$ cat config.mk
export PLATFORM = sky130hd
export DESIGN_NAME = eeprom_host
export DESIGN_NICKNAME = d
export VERILOG_FILES = /design/src/hdl/eeprom_host_pkg.sv /design/src/hdl/eeprom_host.sv /design/src/hdl/interval_timer.sv
export VERILOG_INCLUDE_DIRS = /design/src /design/src/hdl
export SDC_FILE = /design/constraint.sdc
export NUM_CORES = 1
export LEC_CHECK = 0
export BUFFER_PORTS_ARGS = -buffer_cell sky130_fd_sc_hd__buf_2
export CORE_ASPECT_RATIO = 1.5
export CORE_MARGIN = 8
export CORE_UTILIZATION = 50
export CTS_CLUSTER_SIZE = 20
export DETAILED_ROUTE_END_ITERATION = 10
export PLACE_DENSITY = 0.71
export REMOVE_ABC_BUFFERS = 1
export SETUP_SLACK_MARGIN = 0.3
export SLEW_MARGIN = 30
export SYNTH_ARGS = -nofsm -noshare
export SYNTH_HDL_FRONTEND = slang
export SYNTH_SLANG_ARGS = --single-unit
$ cat constraint.sdc
create_clock -name clk_sys -period 2.9 [get_ports clk_sys]
set_clock_uncertainty 0.2 [all_clocks]
set_input_delay 0.58 -clock clk_sys [delete_from_list [all_inputs] [get_ports clk_sys]]
set_output_delay 0.58 -clock clk_sys [all_outputs]
set_load 0.02 [all_outputs]
$ cat src/hdl/eeprom_host_params.svh
// Constants for the host-side controller of a byte-wide parallel EEPROM.
// Assumes a 100 ns system clock; times are in ns and turned into cycles by the package.
//
// Overview of operation
// Memory has 8,192 bytes on 13 address lines and an 8-bit two-way data bus.
// Chip select low, output gate low, write strobe high reads the addressed byte.
// Device floats its data outputs whenever chip select or output gate is high.
// Write starts with a low strobe pulse, output gate high, chip select low.
// Device latches address on strobe fall and data on strobe rise.
// Device clears, then programs the byte, timed by its own internal timer.
// Byte write ends within 1 ms, or 200 us on the fast variant.
// During the write cycle every read acts as a completion poll.
// Open-drain done flag is low during the write cycle, released at its end.
// Without the ready line the host must poll to detect write completion.
// Poll read of the written location returns bit 7 inverted; others undefined.
// After the write cycle, reads return the true byte on all eight lanes.
// Host starts no new access until the current write cycle has ended.
// Device ignores writes while its supply is below about 3.8V.
// Device blocks writes for about 5 ms after supply reaches the threshold.
// No write while gate low, select high or strobe high; deselect means standby.
// Select low, gate elevated, 10 ms strobe pulse sets every bit high.
// Address line nine elevated maps 1FE0H-1FFFH to 32 identification bytes.
// Each elevated-voltage pin level is a separate digital qualifier signal.
// A cleared byte reads as all ones, 0xFF.
// Write cycle and power-on lockout durations are model parameters.
`ifndef EEPROM_HOST_PARAMS_SVH
`define EEPROM_HOST_PARAMS_SVH

`define CLK_PERIOD_NS 100
`define T_ADDR_SETUP_NS 10
`define T_WRITE_PULSE_NS 100
`define T_DATA_HOLD_NS 10
`define T_READ_ACCESS_NS 250
`define T_TO_BUSY_NS 50
`define T_POLL_GAP_NS 10
`define T_WRITE_CYCLE_NS 1000000
`define T_WRITE_CYCLE_FAST_NS 200000
`define T_LOCKOUT_NS 5000000
`define T_ERASE_PULSE_NS 10000000
`define ADDR_W 13
`define DATA_W 8
`define CNT_W 20
`define POLL_BIT 7
`define ID_OFS_W 5
`define ID_HIGH_BITS 8'hff
`define ERASED_BYTE 8'hff

`endif

$ cat src/hdl/eeprom_host_pkg.sv
// Types and cycle arithmetic for the parallel EEPROM host controller.
// Assumes the constants header sits beside this file.
`include "eeprom_host_params.svh"

package eeprom_host_pkg;

  typedef enum logic [2:0] {
    CMD_READ = 3'h0,
    CMD_WRITE = 3'h1,
    CMD_ERASE = 3'h2,
    CMD_ID_READ = 3'h3,
    CMD_ID_WRITE = 3'h4
  } cmd_type;

  typedef enum logic [3:0] {
    ST_LOCKOUT = 4'h0,
    ST_IDLE = 4'h1,
    ST_W_SETUP = 4'h2,
    ST_W_PULSE = 4'h3,
    ST_W_HOLD = 4'h4,
    ST_W_SETTLE = 4'h5,
    ST_W_WAIT = 4'h6,
    ST_P_ACCESS = 4'h7,
    ST_P_GAP = 4'h8,
    ST_R_ACCESS = 4'h9,
    ST_E_SETUP = 4'ha,
    ST_E_PULSE = 4'hb,
    ST_E_HOLD = 4'hc,
    ST_FINISH = 4'hd
  } state_type;

  typedef struct packed {
    cmd_type cmd;
    logic [`ADDR_W-1:0] addr;
    logic [`DATA_W-1:0] data;
  } req_type;

  typedef struct packed {
    logic [`DATA_W-1:0] data;
    logic error;
  } rsp_type;

  typedef struct packed {
    logic [`ADDR_W-1:0] word_address;
    logic [`DATA_W-1:0] byte_lanes_out;
    logic byte_lanes_oe;
    logic chip_select_n;
    logic output_gate_n;
    logic write_strobe_n;
    logic output_gate_elevated;
    logic address_line_nine_elevated;
  } pins_type;

  // Least times round up, none below one cycle
  function automatic int unsigned cyc_up(input int unsigned ns);
    int unsigned c;
    c = (ns + `CLK_PERIOD_NS - 1) / `CLK_PERIOD_NS;
    return (c == 0) ? 1 : c;
  endfunction

  // Longest times round down, none below one cycle
  function automatic int unsigned cyc_dn(input int unsigned ns);
    int unsigned c;
    c = ns / `CLK_PERIOD_NS;
    return (c == 0) ? 1 : c;
  endfunction

  // Timer load value so that a state lasts exactly n cycles
  function automatic logic [`CNT_W-1:0] ld(input int unsigned n);
    return `CNT_W'(n - 1);
  endfunction

endpackage

$ cat src/hdl/eeprom_host.sv
// Host controller that drives a byte-wide parallel EEPROM through its pins.
// Assumes pin inputs are synchronous to clk_sys and that an outside wire model
// resolves the data lanes from byte_lanes_oe; the elevated levels are qualifiers.
`timescale 1ns/1ps
`default_nettype none
`include "eeprom_host_params.svh"

module eeprom_host #(
  parameter int unsigned WRITE_CYCLE_NS = `T_WRITE_CYCLE_NS,
  parameter int unsigned LOCKOUT_NS = `T_LOCKOUT_NS,
  parameter int unsigned ERASE_PULSE_NS = `T_ERASE_PULSE_NS,
  parameter bit USE_READY_LINE = 1'b1
) (
  input wire logic clk_sys,
  input wire logic nrst,
  input wire logic clk_en,
  input wire logic req_valid,
  input wire eeprom_host_pkg::req_type req,
  output logic req_ready,
  output logic rsp_valid,
  output eeprom_host_pkg::rsp_type rsp,
  output eeprom_host_pkg::pins_type pins,
  input wire logic [`DATA_W-1:0] byte_lanes_in,
  input wire logic write_done_flag
);

  localparam int unsigned WC_CYC = eeprom_host_pkg::cyc_dn(WRITE_CYCLE_NS);
  localparam int unsigned LOCK_CYC = eeprom_host_pkg::cyc_up(LOCKOUT_NS);
  localparam int unsigned ERASE_CYC = eeprom_host_pkg::cyc_up(ERASE_PULSE_NS);
  localparam int unsigned AS_CYC = eeprom_host_pkg::cyc_up(`T_ADDR_SETUP_NS);
  localparam int unsigned WP_CYC = eeprom_host_pkg::cyc_up(`T_WRITE_PULSE_NS);
  localparam int unsigned DH_CYC = eeprom_host_pkg::cyc_up(`T_DATA_HOLD_NS);
  localparam int unsigned ACC_CYC = eeprom_host_pkg::cyc_up(`T_READ_ACCESS_NS);
  localparam int unsigned DB_CYC = eeprom_host_pkg::cyc_up(`T_TO_BUSY_NS);
  localparam int unsigned GAP_CYC = eeprom_host_pkg::cyc_up(`T_POLL_GAP_NS);

  typedef struct packed {
    eeprom_host_pkg::state_type st;
    eeprom_host_pkg::cmd_type cmd;
    logic [`DATA_W-1:0] wdata;
    logic [`CNT_W-1:0] wc_cnt;
    logic req_ready;
    logic rsp_valid;
    eeprom_host_pkg::rsp_type rsp;
    eeprom_host_pkg::pins_type pins;
  } host_state_type;

  localparam eeprom_host_pkg::pins_type PINS_IDLE = '{
    word_address: '0,
    byte_lanes_out: '0,
    byte_lanes_oe: 1'b0,
    chip_select_n: 1'b1,
    output_gate_n: 1'b1,
    write_strobe_n: 1'b1,
    output_gate_elevated: 1'b0,
    address_line_nine_elevated: 1'b0
  };

  // Power-on lockout is counted out before the first request is taken
  localparam host_state_type RST_Q = '{
    st: eeprom_host_pkg::ST_LOCKOUT,
    cmd: eeprom_host_pkg::CMD_READ,
    wdata: '0,
    wc_cnt: eeprom_host_pkg::ld(LOCK_CYC),
    req_ready: 1'b0,
    rsp_valid: 1'b0,
    rsp: '0,
    pins: PINS_IDLE
  };

  host_state_type q;
  host_state_type d;
  logic t_load;
  logic [`CNT_W-1:0] t_value;
  logic t_expired;
  logic is_id;

  interval_timer u_timer (
    .clk_sys(clk_sys),
    .nrst(nrst),
    .clk_en(clk_en),
    .load(t_load),
    .load_value(t_value),
    .expired(t_expired)
  );

  assign is_id = (req.cmd == eeprom_host_pkg::CMD_ID_READ) ||
                 (req.cmd == eeprom_host_pkg::CMD_ID_WRITE);

  always_comb begin
    d = q;
    t_load = 1'b0;
    t_value = '0;
    d.rsp_valid = 1'b0;
    if (q.wc_cnt != '0) begin
      d.wc_cnt = q.wc_cnt - `CNT_W'(1);
    end
    case (q.st)
      eeprom_host_pkg::ST_LOCKOUT: begin
        if (q.wc_cnt == '0) begin
          d.st = eeprom_host_pkg::ST_IDLE;
          d.req_ready = 1'b1;
        end
      end
      eeprom_host_pkg::ST_IDLE: begin
        if (req_valid) begin
          d.req_ready = 1'b0;
          d.cmd = req.cmd;
          d.wdata = req.data;
          d.rsp = '0;
          // Identification bytes sit in the top 32 locations
          d.pins.word_address = is_id ? {`ID_HIGH_BITS, req.addr[`ID_OFS_W-1:0]} :
                                req.addr; // see
          d.pins.address_line_nine_elevated = is_id;
          d.pins.chip_select_n = 1'b0;
          t_load = 1'b1;
          case (req.cmd)
            eeprom_host_pkg::CMD_READ, eeprom_host_pkg::CMD_ID_READ: begin
              d.pins.output_gate_n = 1'b0;
              t_value = eeprom_host_pkg::ld(ACC_CYC);
              d.st = eeprom_host_pkg::ST_R_ACCESS;
            end
            eeprom_host_pkg::CMD_WRITE, eeprom_host_pkg::CMD_ID_WRITE: begin
              d.pins.byte_lanes_out = req.data;
              d.pins.byte_lanes_oe = 1'b1;
              t_value = eeprom_host_pkg::ld(AS_CYC);
              d.st = eeprom_host_pkg::ST_W_SETUP;
            end
            eeprom_host_pkg::CMD_ERASE: begin
              d.pins.output_gate_elevated = 1'b1; // see
              t_value = eeprom_host_pkg::ld(AS_CYC);
              d.st = eeprom_host_pkg::ST_E_SETUP;
            end
            default: begin
              d.pins = PINS_IDLE;
              d.rsp.error = 1'b1;
              d.st = eeprom_host_pkg::ST_FINISH;
            end
          endcase
        end
      end
      eeprom_host_pkg::ST_W_SETUP: begin
        if (t_expired) begin
          // Gate stays high and select low so the strobe pulse starts a write
          d.pins.write_strobe_n = 1'b0; // see
          t_load = 1'b1;
          t_value = eeprom_host_pkg::ld(WP_CYC);
          d.st = eeprom_host_pkg::ST_W_PULSE;
        end
      end
      eeprom_host_pkg::ST_W_PULSE: begin
        if (t_expired) begin
          d.pins.write_strobe_n = 1'b1;
          t_load = 1'b1;
          t_value = eeprom_host_pkg::ld(DH_CYC);
          d.st = eeprom_host_pkg::ST_W_HOLD;
        end
      end
      eeprom_host_pkg::ST_W_HOLD: begin
        if (t_expired) begin
          d.pins.byte_lanes_oe = 1'b0;
          d.pins.chip_select_n = 1'b1;
          d.wc_cnt = eeprom_host_pkg::ld(WC_CYC); // see
          t_load = 1'b1;
          t_value = eeprom_host_pkg::ld(DB_CYC);
          d.st = eeprom_host_pkg::ST_W_SETTLE;
        end
      end
      eeprom_host_pkg::ST_W_SETTLE: begin
        // Busy takes time to appear, so the flag is not looked at before then
        if (t_expired) begin
          if (USE_READY_LINE) begin
            d.st = eeprom_host_pkg::ST_W_WAIT;
          end else begin
            d.pins.chip_select_n = 1'b0; // see
            d.pins.output_gate_n = 1'b0;
            t_load = 1'b1;
            t_value = eeprom_host_pkg::ld(ACC_CYC);
            d.st = eeprom_host_pkg::ST_P_ACCESS;
          end
        end
      end
      eeprom_host_pkg::ST_W_WAIT: begin
        if (write_done_flag) begin // see
          d.st = eeprom_host_pkg::ST_FINISH;
        end else if (q.wc_cnt == '0) begin
          d.rsp.error = 1'b1;
          d.st = eeprom_host_pkg::ST_FINISH;
        end
      end
      eeprom_host_pkg::ST_P_ACCESS: begin
        if (t_expired) begin
          d.pins.chip_select_n = 1'b1;
          d.pins.output_gate_n = 1'b1;
          // Inverted bit 7 means still busy; a match means true data is back
          if (byte_lanes_in[`POLL_BIT] == q.wdata[`POLL_BIT]) begin // see
            d.rsp.data = byte_lanes_in;
            d.st = eeprom_host_pkg::ST_FINISH;
          end else if (q.wc_cnt == '0) begin
            d.rsp.error = 1'b1;
            d.st = eeprom_host_pkg::ST_FINISH;
          end else begin
            t_load = 1'b1;
            t_value = eeprom_host_pkg::ld(GAP_CYC);
            d.st = eeprom_host_pkg::ST_P_GAP;
          end
        end
      end
      eeprom_host_pkg::ST_P_GAP: begin
        if (t_expired) begin
          d.pins.chip_select_n = 1'b0;
          d.pins.output_gate_n = 1'b0;
          t_load = 1'b1;
          t_value = eeprom_host_pkg::ld(ACC_CYC);
          d.st = eeprom_host_pkg::ST_P_ACCESS;
        end
      end
      eeprom_host_pkg::ST_R_ACCESS: begin
        if (t_expired) begin
          d.rsp.data = byte_lanes_in; // see
          d.pins.chip_select_n = 1'b1;
          d.pins.output_gate_n = 1'b1;
          d.st = eeprom_host_pkg::ST_FINISH;
        end
      end
      eeprom_host_pkg::ST_E_SETUP: begin
        if (t_expired) begin
          d.pins.write_strobe_n = 1'b0;
          t_load = 1'b1;
          t_value = eeprom_host_pkg::ld(ERASE_CYC);
          d.st = eeprom_host_pkg::ST_E_PULSE;
        end
      end
      eeprom_host_pkg::ST_E_PULSE: begin
        if (t_expired) begin
          d.pins.write_strobe_n = 1'b1;
          t_load = 1'b1;
          t_value = eeprom_host_pkg::ld(DH_CYC);
          d.st = eeprom_host_pkg::ST_E_HOLD;
        end
      end
      eeprom_host_pkg::ST_E_HOLD: begin
        if (t_expired) begin
          d.st = eeprom_host_pkg::ST_FINISH;
        end
      end
      eeprom_host_pkg::ST_FINISH: begin
        // Elevated qualifiers are dropped only once the access is over
        d.pins = PINS_IDLE;
        d.pins.word_address = q.pins.word_address;
        d.rsp_valid = 1'b1;
        d.req_ready = 1'b1;
        d.st = eeprom_host_pkg::ST_IDLE;
      end
      default: begin
        d = RST_Q;
      end
    endcase
  end

  always_ff @(posedge clk_sys or negedge nrst) begin
    if (!nrst) begin
      q <= RST_Q;
    end else if (clk_en) begin
      q <= d;
    end
  end

  assign req_ready = q.req_ready;
  assign rsp_valid = q.rsp_valid;
  assign rsp = q.rsp;
  assign pins = q.pins;

endmodule

`default_nettype wire

$ cat src/hdl/interval_timer.sv
// Down-counter that marks the end of a timed interval.
// Assumes one clock domain; clk_en low freezes the count.
`timescale 1ns/1ps
`default_nettype none
`include "eeprom_host_params.svh"

module interval_timer (
  input wire logic clk_sys,
  input wire logic nrst,
  input wire logic clk_en,
  input wire logic load,
  input wire logic [`CNT_W-1:0] load_value,
  output logic expired
);

  typedef struct packed {
    logic [`CNT_W-1:0] cnt;
  } timer_state_type;

  timer_state_type q;
  timer_state_type d;

  always_comb begin
    d = q;
    if (load) begin
      d.cnt = load_value;
    end else if (q.cnt != '0) begin
      d.cnt = q.cnt - `CNT_W'(1);
    end
  end

  always_ff @(posedge clk_sys or negedge nrst) begin
    if (!nrst) begin
      q <= '0;
    end else if (clk_en) begin
      q <= d;
    end
  end

  assign expired = (q.cnt == '0);

endmodule

`default_nettype wire

==> metrics.md <==
| Metric | Value |
|---|---|
| CP startpoint kind | `flip-flop` |
| Multiplexer area fraction after synthesis | `0.0278` |
| Finish-stage setup viols | `0` |
| Die area | `14000 µm²` |
| CTS tree | `built` |
| First-pass GRT wire length | `23000 µm` |
| Die height | `141 µm` |
| Seq cells post-synth | `83` |
| Worst hold path type | `in2async` |
| Die Width | `99.4 µm` |
| IO Count | `75` |
| Commonest non-fill, non-tap cell in the layout | `nand2_1` |
| EDFF count, synth | `0` |
| Cts bufs inserted | `9` |
| Top_reg_cell synth | `dfrtp_1` |
| Final core utilization | `0.593` |
| Fill count | `895` |
| Pwr/cell area | `998 nW/µm²` |
| # nets final | `695` |
| Grt ovf | `0` |
| Largest net degree at the start of global routing | `43` |
| Main combinational cell family by area after synthesis | `compound AO/OA/AOI/OAI gates` |
| Via-per-instance ratio | `6.15` |
| Number of max-cap violations | `0` |
| Via count | `4782` |
| Final Critical Period | `2.55 ns` |
| Ant diodes | `0` |
| Pre-Repair DR Iteration Count | `5` |
| Cell chain of the critical path | `inv_1 > ha_2 > or3b_4 > nor3_4 > a21boi_2 > o31ai_4 > buf_6 > or4_1 > a32o_1` |
| CP endpoint kind | `flip-flop` |
| Mean Syn Cell Area | `8.69 µm²` |
| Skew-Pair Late Insertion Delay | `0.34 ns` |
| Total GRT Usage | `0.202` |
| Layout cells sized above 1 | `0.269` |
| Simple-Gate Fraction of Synth Area | `0.217` |
| Synth warn | `0` |
| Site row count | `45` |
| Placer congestion estimate | `0.930` |
| Avg WL per Cell | `18.2 µm` |
| Leak pwr | `0.00265 µW` |
| Slowest cell on the critical path | `dfstp_2` |
| Max VDD drop | `508 µV` |
| Critical path class | `reg2reg` |
| Post-Place Cells | `757` |
| Fin. max-slew vios | `0` |
| Final-report hold violation count | `0` |
| Final cell count without fillers | `778` |
| Clock transition at path regs | `0.07 ns` |
| Final period utilization | `0.881` |
| RSZ-0062 raised after global routing | `yes` |
| Arrival time at the worst endpoint | `2.58 ns` |
| Slew @ Worst Pin | `0.694 ns` |
| WHS | `0.0205 ns` |
| Most frequent cells in the layout | `78 x nand2_1, 73 x buf_2, 69 x dfrtp_1` |
| Slew Limit Headroom | `0.535` |
| Seq/Total Area, Yosys | `0.401` |
| Dpl hpwl | `10100 µm` |
| Synth Area in Adders | `0.00480` |
| Initial antenna violation count | `0` |
| Cell variety after synth | `84` |
| CTS Hold Bufs | `0` |
| Clock sink count | `83` |
| CP max FO | `10` |
| CTS max path bufs | `2` |
| CTS H-tree depth | `3` |
| Setup TNS Final | `0 ns` |
| Root buffer cell | `clkbuf_16` |
| CP peak stage delay | `0.54 ns` |
| Routed Antenna Nets | `0` |
| WP data required | `2.93 ns` |
| Starting DRT DRC Count | `317` |
| Status | `finished, final reports clean` |
| Aggregate routed wire length | `14200 µm` |
| Initial core utilization | `0.514` |
| # DRC | `0` |
| Port Buffers | `74` |
| CP Buf/Inv Count | `2` |
| Area Overhead vs Synth | `15.3%` |
| Number of global-route vias before repair | `4665` |
| CP delay by family, top | `simple AND/OR/NAND/NOR gates` |
| Mapped cell area | `5210 µm²` |
| Core area | `10100 µm²` |
| Post-synthesis xor/xnor area fraction | `0.0118` |
| Synth Area in Compound Gates | `0.240` |
| Synthesized instance count | `600` |
| F_max | `391 MHz` |
| FFs w/ async S/R, synth | `1.00` |
[where the power goes]
group | switching, µW | internal, µW | total (µW)
clock | 486 | 787 | 1270
combinational | 1610 | 1050 | 2650
sequential | 462 | 1610 | 2080
total | 2560 | 3450 | 6000
[Yosys cell counts (all sizes together), types with 3 or more instances]
master | n | share of area
nand2 | 80 | 0.061
nor4 | 11 | 0.024
dfrtp | 71 | 0.34
a21boi | 3 | 0.0043
nand2b | 4 | 0.0048
mux2i | 10 | 0.019
mux2 | 4 | 0.0086
clkbuf | 13 | 0.0096
nor2 | 38 | 0.028
nand4 | 6 | 0.0072
o31ai | 9 | 0.016
a21o | 8 | 0.012
a31oi | 26 | 0.031
nand3 | 11 | 0.011
o22ai | 5 | 0.0072
buf | 52 | 0.069
or3 | 7 | 0.0084
nor3 | 17 | 0.019
dfstp | 12 | 0.060
xnor2 | 5 | 0.0084
and3 | 6 | 0.0084
a21oi | 29 | 0.028
o21ai | 70 | 0.069
a211oi | 4 | 0.0058
nor2b | 8 | 0.0096
and2 | 7 | 0.0086
o211ai | 5 | 0.0072
or4 | 5 | 0.0072
inv | 25 | 0.018
o21a | 4 | 0.0058
a22o | 3 | 0.0050
[routing by layer]
| metal | vias to the layer above | wire (µm) | GRT usage |
|---|---|---|---|
| li1 | 2252 | - | - |
| met1 | 2324 | 5580 | 0.232 |
| met2 | 171 | 7490 | 0.354 |
| met3 | 35 | 657 | 0.0301 |
| met4 | 0 | 417 | 0.100 |
| met5 | - | 0 | 0 |
[worst reg2reg max path, cell delays in order (launching register included)]
cell and delay [ns]:
dfstp_2 0.54, inv_1 0.06, ha_2 0.20, or3b_4 0.26, nor3_4 0.05, a21boi_2 0.22, o31ai_4 0.07, buf_6 0.15
or4_1 0.41, a32o_1 0.27
[cells by family after synthesis]
group	Yosys count
simple gates	211
buf+inv	91
compound gates	192
flops	83
mux	14
fa+ha+maj	2
xor+xnor	7
[final timing paths]
| path | endpoint | startpoint | cells past startpoint | slack (ns) |
|---|---|---|---|---|
| worst max register to register | u_timer.q[15]$_DFFE_PN0P_ | q[38]$_DFFE_PN1P_ | 9 | 0.35 |
| max in group asynchronous | q[53]$_DFFE_PN1P_ | nrst | 2 | 1.79 |
| worst min-delay path | rsp[3]$_DFFE_PN0P_ | nrst | 1 | 0.02 |
| worst max-delay path | u_timer.q[15]$_DFFE_PN0P_ | q[38]$_DFFE_PN1P_ | 9 | 0.35 |
| min in group clk_sys | pins[0]$_DFFE_PN0P_ | pins[0]$_DFFE_PN0P_ | 2 | 0.26 |
| worst min register to register | pins[0]$_DFFE_PN0P_ | pins[0]$_DFFE_PN0P_ | 2 | 0.26 |
[layout make-up]
type	count	area (µm²)	area share
Tap cell	117	146	0.0243
Timing Repair Buffer	110	659	0.110
Sequential cell	83	2090	0.348
Inverter	26	97.6	0.0162
Clock inverter	6	95.1	0.0158
Clock buffer	10	239	0.0397
Multi-Input combinational cell	426	2680	0.446
[sequential cells by signal, indices dropped and copies added, names as in the netlist]
| name | count |
|---|---|
| pins | 27 |
| q | 25 |
| req_ready | 1 |
| rsp | 9 |
| rsp_valid | 1 |
| u_timer.q | 20 |
[metrics by stage]
step / power, µW / worst slack, ns / instance area, µm²
floorplan: 3710 / 0.236 / 4810
global route: 6390 / 0.281 / 6010
finish: 6000 / 0.345 / 6010
global placement: 4530 / 0.249 / 5570
CTS: 5930 / 0.256 / 5920
detailed placement: 4610 / 0.193 / 5580
[what timing repair did]
| action | 4_1_cts | 5_1_grt |
|---|---|---|
| buffers inserted | 0 | 5 |
| resized for setup | 4 | 15 |
| pin swaps | 0 | 1 |
| setup endpoints to repair | 9 | 46 |
Note: power is estimated with default switching activity, not from simulation.
